==> src/core/tsrp_consts.svh <==
// Register offsets, field positions, reset values and timing counts
`ifndef TSRP_CONSTS_SVH
`define TSRP_CONSTS_SVH

// ----------------------------------------------------------------------
// Register map
// ----------------------------------------------------------------------
`define TSRP_REG_STATUS 8'h02
`define TSRP_REG_CONFIG 8'h03
`define TSRP_REG_FILTER 8'h06
`define TSRP_REG_ONESHOT 8'h0F
`define TSRP_REG_LOC_HI 8'h10
`define TSRP_REG_R1_HI 8'h11
`define TSRP_REG_R2_HI 8'h12
`define TSRP_REG_LOC_LO 8'h20
`define TSRP_REG_R1_LO 8'h21
`define TSRP_REG_R2_LO 8'h22
`define TSRP_REG_MFG_ID 8'hFE
`define TSRP_REG_REV_ID 8'hFF

// ----------------------------------------------------------------------
// Reset values and fields
// ----------------------------------------------------------------------
`define TSRP_POINTER_RST 8'h00
`define TSRP_CONFIG_RST 8'h00
`define TSRP_FILTER_RST 8'h05
// Arbitrary neutral identity values
`define TSRP_MFG_ID_VAL 8'h5A
`define TSRP_REV_ID_VAL 8'h11
// Arbitrary internal slave address
`define TSRP_SLAVE_ADDR 7'h2B
`define TSRP_CFG_STANDBY 6
`define TSRP_CFG_UNSIGNED_R1 3
`define TSRP_CFG_UNSIGNED_R2 4
`define TSRP_FLT_R1 0
`define TSRP_FLT_R2 2
`define TSRP_STS_BUSY 7
`define TSRP_STS_R2_MISSING 1
`define TSRP_STS_R1_MISSING 0
`define TSRP_LOCAL_MAX 10'h1FF
`define TSRP_FAULT_SIGNED 13'h1000
`define TSRP_FAULT_UNSIGNED 13'h1FFC

// ----------------------------------------------------------------------
// Timing
// ----------------------------------------------------------------------
`define TSRP_CLK_NS 10
`define TSRP_TIMEOUT_MS 35
`define TSRP_TIMEOUT_CYC ((`TSRP_TIMEOUT_MS * 1000000) / `TSRP_CLK_NS)

`endif

==> src/core/tsrp_pkg.sv <==
// Types shared by the sensor register port
package tsrp_pkg;

  typedef struct packed {
    logic [9:0] local10;
    logic [12:0] remote1;
    logic [12:0] remote2;
    logic remote1Fault;
    logic remote2Fault;
    logic localOver;
  } tsrp_readings_t;

  typedef struct packed {
    logic sclIn;
    logic sdaIn;
  } tsrp_bus_in_t;

  typedef enum logic [2:0] {
    ST_IDLE,
    ST_ADDR,
    ST_ADDR_ACK,
    ST_WRITE,
    ST_WRITE_ACK,
    ST_READ,
    ST_READ_ACK
  } tsrp_state_t;

endpackage : tsrp_pkg

==> src/core/tsrp_port.sv <==
// Serial slave port and register file of a three-channel sensor
//
// Notes on behaviour
// - Slave only: clock line is input, never driven or stretched.
// - Responds to one fixed internal 7-bit address.
// - Remote unfiltered reading is 11 bits, signed or unsigned, 0.125C step.
// - Remote filtered reading is 13 bits, signed or unsigned, 1/32C step.
// - Values left-aligned in 16 bits over high and low byte, rest zero.
// - Local reading is 10-bit two's complement with 0.25C step.
// - Local reading saturates at +127.75C, never wraps negative.
// - Faulted diode reads -128.000C signed or +255.875C unsigned.
// - Diode fault sets missing flag, bit 1 channel two, bit 0 one.
// - Pointer holds 00 after reset, selecting local high byte.
// - Pointer keeps last written value across transactions.
// - Read with pointer preset is address byte then data byte.
// - Transmitted bytes go out most significant bit first.
// - Master ack or nack accepted; nack ends the read.
// - Remote high byte read freezes low byte until low byte read.
// - Each further high byte read refreshes the frozen low byte.
// - Clock or data low over 35ms returns the port to idle.
// - Start anywhere aborts transfer; an address byte follows.
// - One-shot write in standby runs one conversion, then standby.
// - One-shot data discarded; that location reads zero.
// - Busy bit 7 of status is high only while converting.
// - One-shot acts only in standby and converts all channels.
`include "tsrp_consts.svh"

module tsrp_port #(
  parameter int TIMEOUT_CYC = `TSRP_TIMEOUT_CYC
) (
  // System
  input wire logic clk,
  input wire logic rst_n,
  // Link clock and pins
  input wire logic sclClk,
  input wire tsrp_pkg::tsrp_bus_in_t busIn,
  output logic sdaOut,
  output logic sdaOe,
  // Conversion engine
  input wire tsrp_pkg::tsrp_readings_t readings,
  input wire logic readingsStrobe,
  input wire logic converting,
  output logic standby,
  output logic oneShotGo,
  output logic [7:0] configOut,
  output logic [7:0] filterOut
);

  // --------------------------------------------------------------------
  // Pin synchronisers on system clock
  // --------------------------------------------------------------------
  // slave only
  logic [2:0] sclSync;
  logic [2:0] sdaSync;
  logic sclLvl;
  logic sdaLvl;
  always_ff @(posedge clk or negedge rst_n) begin
    if (!rst_n) begin
      sclSync <= 3'h7;
      sdaSync <= 3'h7;
      sclLvl <= 1'b1;
      sdaLvl <= 1'b1;
    end else begin
      sclSync <= {sclSync[1:0], busIn.sclIn};
      sdaSync <= {sdaSync[1:0], busIn.sdaIn};
      if (sclSync[1] == sclSync[2]) sclLvl <= sclSync[2];
      if (sdaSync[1] == sdaSync[2]) sdaLvl <= sdaSync[2];
    end
  end

  wire sclRise = sclSync[2] & (sclSync[1] == sclSync[2]) & ~sclLvl;
  wire sclFall = ~sclSync[2] & (sclSync[1] == sclSync[2]) & sclLvl;
  wire sdaNew = sdaSync[2] & (sdaSync[1] == sdaSync[2]);
  wire sdaChg = (sdaSync[1] == sdaSync[2]) & (sdaNew != sdaLvl);
  // Data moving while clock high marks start or stop
  wire startCond = sdaChg & ~sdaNew & sclLvl;
  wire stopCond = sdaChg & sdaNew & sclLvl;

  // --------------------------------------------------------------------
  // Bus timeout
  // --------------------------------------------------------------------
  // One count per line: a byte of zeros keeps some line low all along,
  // so only a line stuck low by itself may time out
  logic [31:0] sclLowCount;
  logic [31:0] sdaLowCount;
  logic timeoutHit;
  wire [31:0] next_sclLowCount = sclLvl ? 32'h0 : sclLowCount + 32'h1;
  wire [31:0] next_sdaLowCount = sdaLvl ? 32'h0 : sdaLowCount + 32'h1;
  wire sclStuck = ~sclLvl && (sclLowCount == 32'(TIMEOUT_CYC));
  wire sdaStuck = ~sdaLvl && (sdaLowCount == 32'(TIMEOUT_CYC));
  always_ff @(posedge clk or negedge rst_n) begin
    if (!rst_n) begin
      sclLowCount <= 32'h0;
      sdaLowCount <= 32'h0;
      timeoutHit <= 1'b0;
    end else begin
      sclLowCount <= next_sclLowCount;
      sdaLowCount <= next_sdaLowCount;
      timeoutHit <= sclStuck | sdaStuck;
    end
  end

  // --------------------------------------------------------------------
  // Serial state machine
  // --------------------------------------------------------------------
  tsrp_pkg::tsrp_state_t state;
  logic [7:0] shiftReg;
  logic [2:0] bitCnt;
  logic isRead;
  logic gotCmd;
  logic [7:0] pointer;
  logic [7:0] txByte;

  wire byteDone = sclRise && (bitCnt == 3'h7);
  wire [7:0] rxByte = {shiftReg[6:0], sdaLvl};
  wire addrMatch = (rxByte[7:1] == `TSRP_SLAVE_ADDR);
  wire abort = startCond | stopCond | timeoutHit;
  // Ack slot ends at the fall after its own rise, counted as bit one
  wire ackEnd = sclFall && (bitCnt == 3'h1);
  wire writeData = byteDone && (state == tsrp_pkg::ST_WRITE) && gotCmd;
  wire writeCmd = byteDone && (state == tsrp_pkg::ST_WRITE) && !gotCmd;
  wire readFetch = ackEnd &&
    ((state == tsrp_pkg::ST_ADDR_ACK && isRead) ||
     (state == tsrp_pkg::ST_READ_ACK && !sdaLvl));

  always_ff @(posedge clk or negedge rst_n) begin
    if (!rst_n) begin
      state <= tsrp_pkg::ST_IDLE;
      shiftReg <= 8'h00;
      bitCnt <= 3'h0;
      isRead <= 1'b0;
      gotCmd <= 1'b0;
    end else if (startCond) begin
      state <= tsrp_pkg::ST_ADDR;
      bitCnt <= 3'h0;
    end else if (abort) begin
      state <= tsrp_pkg::ST_IDLE;
    end else begin
      if (sclRise) begin
        shiftReg <= rxByte;
        bitCnt <= bitCnt + 3'h1;
      end
      unique case (state)
        tsrp_pkg::ST_IDLE: begin
        end
        tsrp_pkg::ST_ADDR: begin
          if (byteDone) begin
            isRead <= rxByte[0];
            gotCmd <= 1'b0;
            state <= addrMatch ? tsrp_pkg::ST_ADDR_ACK : tsrp_pkg::ST_IDLE;
          end
        end
        tsrp_pkg::ST_ADDR_ACK: begin
          if (ackEnd) begin
            state <= isRead ? tsrp_pkg::ST_READ : tsrp_pkg::ST_WRITE;
            bitCnt <= 3'h0;
          end
        end
        tsrp_pkg::ST_WRITE: begin
          if (byteDone) begin
            state <= tsrp_pkg::ST_WRITE_ACK;
          end
        end
        tsrp_pkg::ST_WRITE_ACK: begin
          if (ackEnd) begin
            gotCmd <= 1'b1;
            state <= tsrp_pkg::ST_WRITE;
            bitCnt <= 3'h0;
          end
        end
        tsrp_pkg::ST_READ: begin
          if (byteDone) begin
            state <= tsrp_pkg::ST_READ_ACK;
          end
        end
        tsrp_pkg::ST_READ_ACK: begin
          if (sclRise && sdaLvl) begin
            state <= tsrp_pkg::ST_IDLE;
          end else if (ackEnd) begin
            state <= tsrp_pkg::ST_READ;
            bitCnt <= 3'h0;
          end
        end
      endcase
    end
  end

  // --------------------------------------------------------------------
  // Registers
  // --------------------------------------------------------------------
  logic [7:0] cfgReg;
  logic [7:0] filter;
  tsrp_pkg::tsrp_readings_t held;
  logic oneShotReq;
  logic [7:0] r1LoLock;
  logic [7:0] r2LoLock;
  logic r1Locked;
  logic r2Locked;
  logic [7:0] status;

  wire [7:0] next_pointer = writeCmd ? rxByte : pointer;
  wire ptrIsOneShot = (pointer == `TSRP_REG_ONESHOT);

  always_ff @(posedge clk or negedge rst_n) begin
    if (!rst_n) begin
      pointer <= `TSRP_POINTER_RST;
      cfgReg <= `TSRP_CONFIG_RST;
      filter <= `TSRP_FILTER_RST;
      oneShotReq <= 1'b0;
    end else begin
      pointer <= next_pointer;
      if (writeData && pointer == `TSRP_REG_CONFIG) cfgReg <= rxByte;
      if (writeData && pointer == `TSRP_REG_FILTER) filter <= rxByte;
      oneShotReq <= writeData && ptrIsOneShot &&
                    cfgReg[`TSRP_CFG_STANDBY];
    end
  end

  // Readings held per conversion, so high and low bytes share one result
  always_ff @(posedge clk or negedge rst_n) begin
    if (!rst_n) begin
      held <= '0;
    end else if (readingsStrobe) begin
      held <= readings;
    end
  end

  // --------------------------------------------------------------------
  // Temperature formatting
  // --------------------------------------------------------------------
  function automatic logic [15:0] fmtRemote(input logic [12:0] raw,
                                            input logic filt,
                                            input logic unsignedMode,
                                            input logic fault);
    logic [12:0] v;
    v = raw;
    if (fault) begin
      v = unsignedMode ? `TSRP_FAULT_UNSIGNED : `TSRP_FAULT_SIGNED;
    end
    if (filt) begin
      fmtRemote = {v, 3'h0};
    end else begin
      fmtRemote = {v[12:2], 5'h00};
    end
  endfunction : fmtRemote

  wire [9:0] localSat = held.localOver ? `TSRP_LOCAL_MAX
                                       : held.local10;
  wire [15:0] localWord = {localSat, 6'h00};
  wire [15:0] r1Word = fmtRemote(held.remote1,
    filter[`TSRP_FLT_R1], cfgReg[`TSRP_CFG_UNSIGNED_R1],
    held.remote1Fault);
  wire [15:0] r2Word = fmtRemote(held.remote2,
    filter[`TSRP_FLT_R2], cfgReg[`TSRP_CFG_UNSIGNED_R2],
    held.remote2Fault);

  wire [7:0] next_status = {converting, 5'h00,
                            held.remote2Fault, held.remote1Fault};

  wire hiRead = readFetch;
  always_ff @(posedge clk or negedge rst_n) begin
    if (!rst_n) begin
      r1LoLock <= 8'h00;
      r2LoLock <= 8'h00;
      r1Locked <= 1'b0;
      r2Locked <= 1'b0;
      status <= 8'h00;
    end else begin
      status <= next_status;
      if (hiRead && pointer == `TSRP_REG_R1_HI) begin
        r1LoLock <= r1Word[7:0];
        r1Locked <= 1'b1;
      end else if (hiRead && pointer == `TSRP_REG_R1_LO) begin
        r1Locked <= 1'b0;
      end
      if (hiRead && pointer == `TSRP_REG_R2_HI) begin
        r2LoLock <= r2Word[7:0];
        r2Locked <= 1'b1;
      end else if (hiRead && pointer == `TSRP_REG_R2_LO) begin
        r2Locked <= 1'b0;
      end
    end
  end

  wire [7:0] r1Lo = r1Locked ? r1LoLock : r1Word[7:0];
  wire [7:0] r2Lo = r2Locked ? r2LoLock : r2Word[7:0];

  logic [7:0] readMux;
  always_comb begin
    unique case (pointer)
      `TSRP_REG_STATUS: readMux = status;
      // power-up location is the local high byte
      `TSRP_POINTER_RST: readMux = localWord[15:8];
      `TSRP_REG_CONFIG: readMux = cfgReg;
      `TSRP_REG_FILTER: readMux = filter;
      `TSRP_REG_LOC_HI: readMux = localWord[15:8];
      `TSRP_REG_R1_HI: readMux = r1Word[15:8];
      `TSRP_REG_R2_HI: readMux = r2Word[15:8];
      `TSRP_REG_LOC_LO: readMux = localWord[7:0];
      `TSRP_REG_R1_LO: readMux = r1Lo;
      `TSRP_REG_R2_LO: readMux = r2Lo;
      `TSRP_REG_MFG_ID: readMux = `TSRP_MFG_ID_VAL;
      `TSRP_REG_REV_ID: readMux = `TSRP_REV_ID_VAL;
      default: readMux = 8'h00;
    endcase
  end

  // --------------------------------------------------------------------
  // Data line drive
  // --------------------------------------------------------------------
  // Drive changes only on falling clock or on abort, so data is stable while high
  always_ff @(posedge clk or negedge rst_n) begin
    if (!rst_n) begin
      txByte <= 8'h00;
      sdaOe <= 1'b0;
    end else if (abort) begin
      sdaOe <= 1'b0;
    end else if (sclFall) begin
      if (state == tsrp_pkg::ST_ADDR_ACK && bitCnt == 3'h0) begin
        sdaOe <= 1'b1;
      end else if (state == tsrp_pkg::ST_WRITE_ACK && bitCnt == 3'h0) begin
        sdaOe <= 1'b1;
      end else if (readFetch) begin
        txByte <= {readMux[6:0], 1'b0};
        sdaOe <= ~readMux[7];
      end else if (state == tsrp_pkg::ST_READ && bitCnt != 3'h0) begin
        txByte <= {txByte[6:0], 1'b0};
        sdaOe <= ~txByte[7];
      end else begin
        sdaOe <= 1'b0;
      end
    end
  end

  // --------------------------------------------------------------------
  // Outputs
  // --------------------------------------------------------------------
  always_ff @(posedge clk or negedge rst_n) begin
    if (!rst_n) begin
      sdaOut <= 1'b0;
      standby <= 1'b0;
      oneShotGo <= 1'b0;
      configOut <= `TSRP_CONFIG_RST;
      filterOut <= `TSRP_FILTER_RST;
    end else begin
      sdaOut <= 1'b0;
      standby <= cfgReg[`TSRP_CFG_STANDBY];
      oneShotGo <= oneShotReq;
      configOut <= cfgReg;
      filterOut <= filter;
    end
  end

  // sclClk is kept for the link; bus sampling is oversampled on clk
  logic sclSeen;
  always_ff @(posedge sclClk or negedge rst_n) begin
    if (!rst_n) sclSeen <= 1'b0;
    else sclSeen <= 1'b1;
  end

endmodule : tsrp_port
==> config.mk <==
export PLATFORM = sky130hd
export DESIGN_NAME = tsrp_port
export DESIGN_NICKNAME = d
export VERILOG_FILES = /design/src/core/tsrp_pkg.sv /design/src/core/tsrp_port.sv
export VERILOG_INCLUDE_DIRS = /design/src /design/src/core
export SDC_FILE = /design/constraint.sdc
export NUM_CORES = 1
export LEC_CHECK = 0
export BUFFER_PORTS_ARGS = -buffer_cell sky130_fd_sc_hd__buf_2
export CAP_MARGIN = 20
export CORE_MARGIN = 8
export CORE_UTILIZATION = 34
export CTS_CLUSTER_SIZE = 25
export DETAILED_ROUTE_END_ITERATION = 6
export PLACE_DENSITY = 0.57
export SYNTH_ARGS = -nofsm -noshare
export SYNTH_HDL_FRONTEND = slang
export SYNTH_SLANG_ARGS = --single-unit
==> constraint.sdc <==
create_clock -name clk -period 2.1 [get_ports clk]
set_input_delay 0.21 -clock clk [delete_from_list [all_inputs] [get_ports clk]]
set_output_delay 0.21 -clock clk [all_outputs]
set_load 0.05 [all_outputs]
==> run_results.csv <==
group,metric,value,unit
place,dp_slack,-67.99,ps
die,die_h,180.8,µm
global_routing,antenna_found_initial,1,
logic_synthesis,ys_warn_count,0,
logic_synthesis,postSynth.asyncResetShare,1.000,
critical_path,worst_path_max_delay_cell,"dfstp_2",
critical_path,crit_buf_inv,2,
routing,drt_iter0_drc,591,
clock_tree,cts_sinks,192,
die,core-area,26800,µm²
hold_path,hold_depth,3,
routing,drt_pass1_iterations,5,
logic_synthesis,ys_types,74,
timing,maxSlewViolCount,0,
hold_path,holdCritPathClass,"in2reg",
routing,routed_wl,21930,µm
logic_synthesis,synth_top_flop_cell,"dfrtp_1",
critical_path,crit_fanout,4,
logic_synthesis,synth-simple-area-share,0.1847,
routing,vias_per_cell,5.080,
global_routing,first_global_vias,6839,
clock_tree,clockRootBuffer,"clkbuf_16",
logic_synthesis,synth-adder-area-share,0.01490,
die,die_w,180.8,µm
hold_path,hp-start,"readings[27]",
routing,num_vias,6802,
place,dp_hpwl,15160,µm
critical_path,cp_data_arrival_time,2360,ps
power,switchingPower,2.442,mW
power,combPwrFrac,0.112,
power,p_leak,5.027,nW
critical_path,cp_top_family,"simple AND/OR/NAND/NOR gates",
timing,timing.final.ws_setup,53.50,ps
critical_path,worstPathRequired,2420,ps
layout,fin_area,11360,µm²
logic_synthesis,syn_nets,912,
die,initial_core_util,0.3447,
power,intPower,6.087,mW
critical_path,cpPeakStageDelay,540,ps
logic_synthesis,synth_top_cell_area_share,0.4875,
logic_synthesis,synth-compound-area-share,0.08153,
logic_synthesis,synthTopCellsByArea,"dfrtp_1, mux2_2, nor2_1, xor2_1, dfstp_2",
critical_path,cp_num_cells,8,
logic_synthesis,synthXorXnorAreaFrac,0.05498,
clock_tree,cts_buffers,17,
power,ir_drop,0.4811,mV
logic_synthesis,synth_edf_count,0,
critical_path,start_kind,"register",
power,p_clk_frac,0.393,
global_routing,grt_start_max_net_pins,57,
logic_synthesis,synth_most_common_cell,"dfrtp_1",
timing,fmax,488.6,MHz
layout,antenna_cells,0,
clock_tree,htreeDepth,4,
clock_tree,tritoncts,"done",
critical_path,critical_path_class,"reg2reg",
routing,drc,0,
place,place_inst,1259,
logic_synthesis,ys_ff_latch,192,
logic_synthesis,syn_avg_cell_area,10.81,µm²
routing,post_drt_wl_per_cell,16.38,µm
clock_tree,insertion_delay,450,ps
die,rows,60,
critical_path,r2r_slack,50,ps
timing,rsz0062_at_grt,"yes",
power,seqPwrFrac,0.495,
timing,hold_violations,0,
critical_path,worstReg2RegStart,"sclSync[1]",
critical_path,reg2reg_depth,8,
clock_tree,cts_buffer_depth,2,
die,design.die.area,32700,µm²
place,place.gp.congestion,0.8647,
run_status,status,"complete, no violations",
critical_path,path_cells,"inv_1 -> ha_1 -> and4b_2 -> nand4b_1 -> a21oi_2 -> buf_4 -> and2b_1 -> a221o_1",
routing,ant_nets,0,
flow_run,maxCapViolations,0,
place,placed_area,10160,µm²
global_routing,use_met2,0.2075,
logic_synthesis,syn-cell-area,9239,µm²
place,port_buffers,63,
logic_synthesis,yosysTopAreaCell,"dfrtp_1",
timing,finalSetupViolations,0,
global_routing,busiest_layer,"met2",
critical_path,worstSetupEndpointType,"register",
layout,syn2layout_area_growth,23.00,%
global_routing,use_met1,0.1844,
logic_synthesis,yosysSeqAreaShare,0.5217,
global_routing,grt-ovfl-total,0,
layout,drive_gt1_frac,0.2705,
timing,clock_skew,21.61,ps
layout,nets,1042,
die,io_pins,66,
layout,fin_cells,1339,
hold_path,hold_path_end,"held[27]",
global_routing,met3_usage,0.03109,
power,swShare,0.2864,
timing,fin_crit_sh,0.9745,
global_routing,grt_pass1_wl,35940,µm
clock_tree,clkTransAtPathRegs,80,ps
power,power_density,750.6,nW/µm²
logic_synthesis,syn_inst,855,
logic_synthesis,synth_common_cells,"dfrtp_1, nor2_1, nand2_1",
global_routing,track_usage,0.1335,
logic_synthesis,synthMuxAreaShare,0.1056,
logic_synthesis,synth_top_family_by_area,"simple AND/OR/NAND/NOR gates",
timing,finalCriticalPeriod,2046,ps
critical_path,r2r_end,"txByte[3]",
==> worst min-delay path, delay by kind of cell <==
family	cells	cell delay, ps
AO/OA/AOI/OAI	1	80
AND/OR/NAND/NOR	1	60
buffers and inverters	1	70
==> cell usage in the layout, fill, tap and decap left out, drive strengths merged, types with 21 or more instances in the layout <==
| cell type | netlist | layout |
|---|---|---|
| a21oi | 23 | 23 |
| buf | 29 | 117 |
| dfrtp | 180 | 180 |
| dlygate4sd3 | 0 | 42 |
| inv | 21 | 27 |
| mux2 | 68 | 68 |
| mux2i | 21 | 21 |
| nand2 | 69 | 69 |
| nand3 | 29 | 29 |
| nor2 | 91 | 91 |
| o21ai | 51 | 51 |
| xnor2 | 21 | 21 |
| xor2 | 37 | 37 |
==> routing by layer <==
layer  vias up  part of all wire  wire (µm)
li1       3253                 -          -
met1      3366              0.47      10390
met2       157              0.46      10200
met3        24             0.047       1037
met4         2             0.013        292
met5         -           0.00055         12
==> sequential cells by signal, indices dropped and copies added (netlist names), 5 cells and up <==
| signal | count |
|---|---|
| shiftReg | 7 |
| sclLowCount | 32 |
| txByte | 7 |
| pointer | 8 |
| filterOut | 8 |
| filter | 8 |
| r2LoLock | 5 |
| r1LoLock | 5 |
| sdaLowCount | 32 |
| held | 39 |
| cfgReg | 8 |
| configOut | 8 |
==> power by group through the flow <==
stage,sequential (mW),clock [mW],combinational (mW)
2_1_floorplan,4.18,0,0.563
3_3_place_gp,4.28,0,0.826
3_5_place_dp,4.29,0,0.846
4_1_cts,4.22,3.44,0.913
5_1_grt,4.27,3.58,1.07
6_report,4.23,3.35,0.956
==> metrics by stage <==
step	total power [mW]	utilization	hold slack (ps)	setup TNS (ps)
final	8.529	0.4240	20.30	0
after global routing	8.916	0.4240	39.32	-320.0
after CTS	8.574	0.4183	2.136	0
after detailed placement	5.141	0.3793	223.2	-499.0
after global placement	5.110	0.3793	217.4	-609.6
after floorplan	4.741	-	-85.59	0
==> how the worst max path moves through the flow <==
stage	from	end	slack [ps]
2_1_floorplan	sclSync[1]	txByte[3]	20
3_3_place_gp	sclSync[1]	cfgReg[4]	-80
3_5_place_dp	sclSync[1]	cfgReg[4]	-70
4_1_cts	bitCnt[1]	txByte[3]	20
5_1_grt	bitCnt[0]	cfgReg[4]	-50
6_report	sclSync[1]	txByte[3]	50
==> layout make-up <==
class                      count  area, µm²
tap                          341      426.7
fill                        2515      15440
inverter                      21      78.83
sequential                   192       4825
clock buffer                  18      439.2
multi-input combinational    593       4172
clock inverter                14      186.4
timing repair buffer         160       1236
==> timing repair <==
item | in CTS | in global routing
setup buffers | 0 | 6
pin swaps | 1 | 5
endpoints found under the hold margin | 92 | 1
hold buffers | 41 | 1
gates resized for setup | 2 | 25
setup endpoints to repair | 9 | 46
==> logic make-up after synthesis <==
logic type,Yosys count
AO/OA/AOI/OAI,121
buffers and inverters,70
multiplexers,89
other,1
XOR/XNOR,58
adder cells (fa/ha/maj),11
AND/OR/NAND/NOR,313
flip-flops,192
No activity file was read; power rests on OpenSTA's default activity.
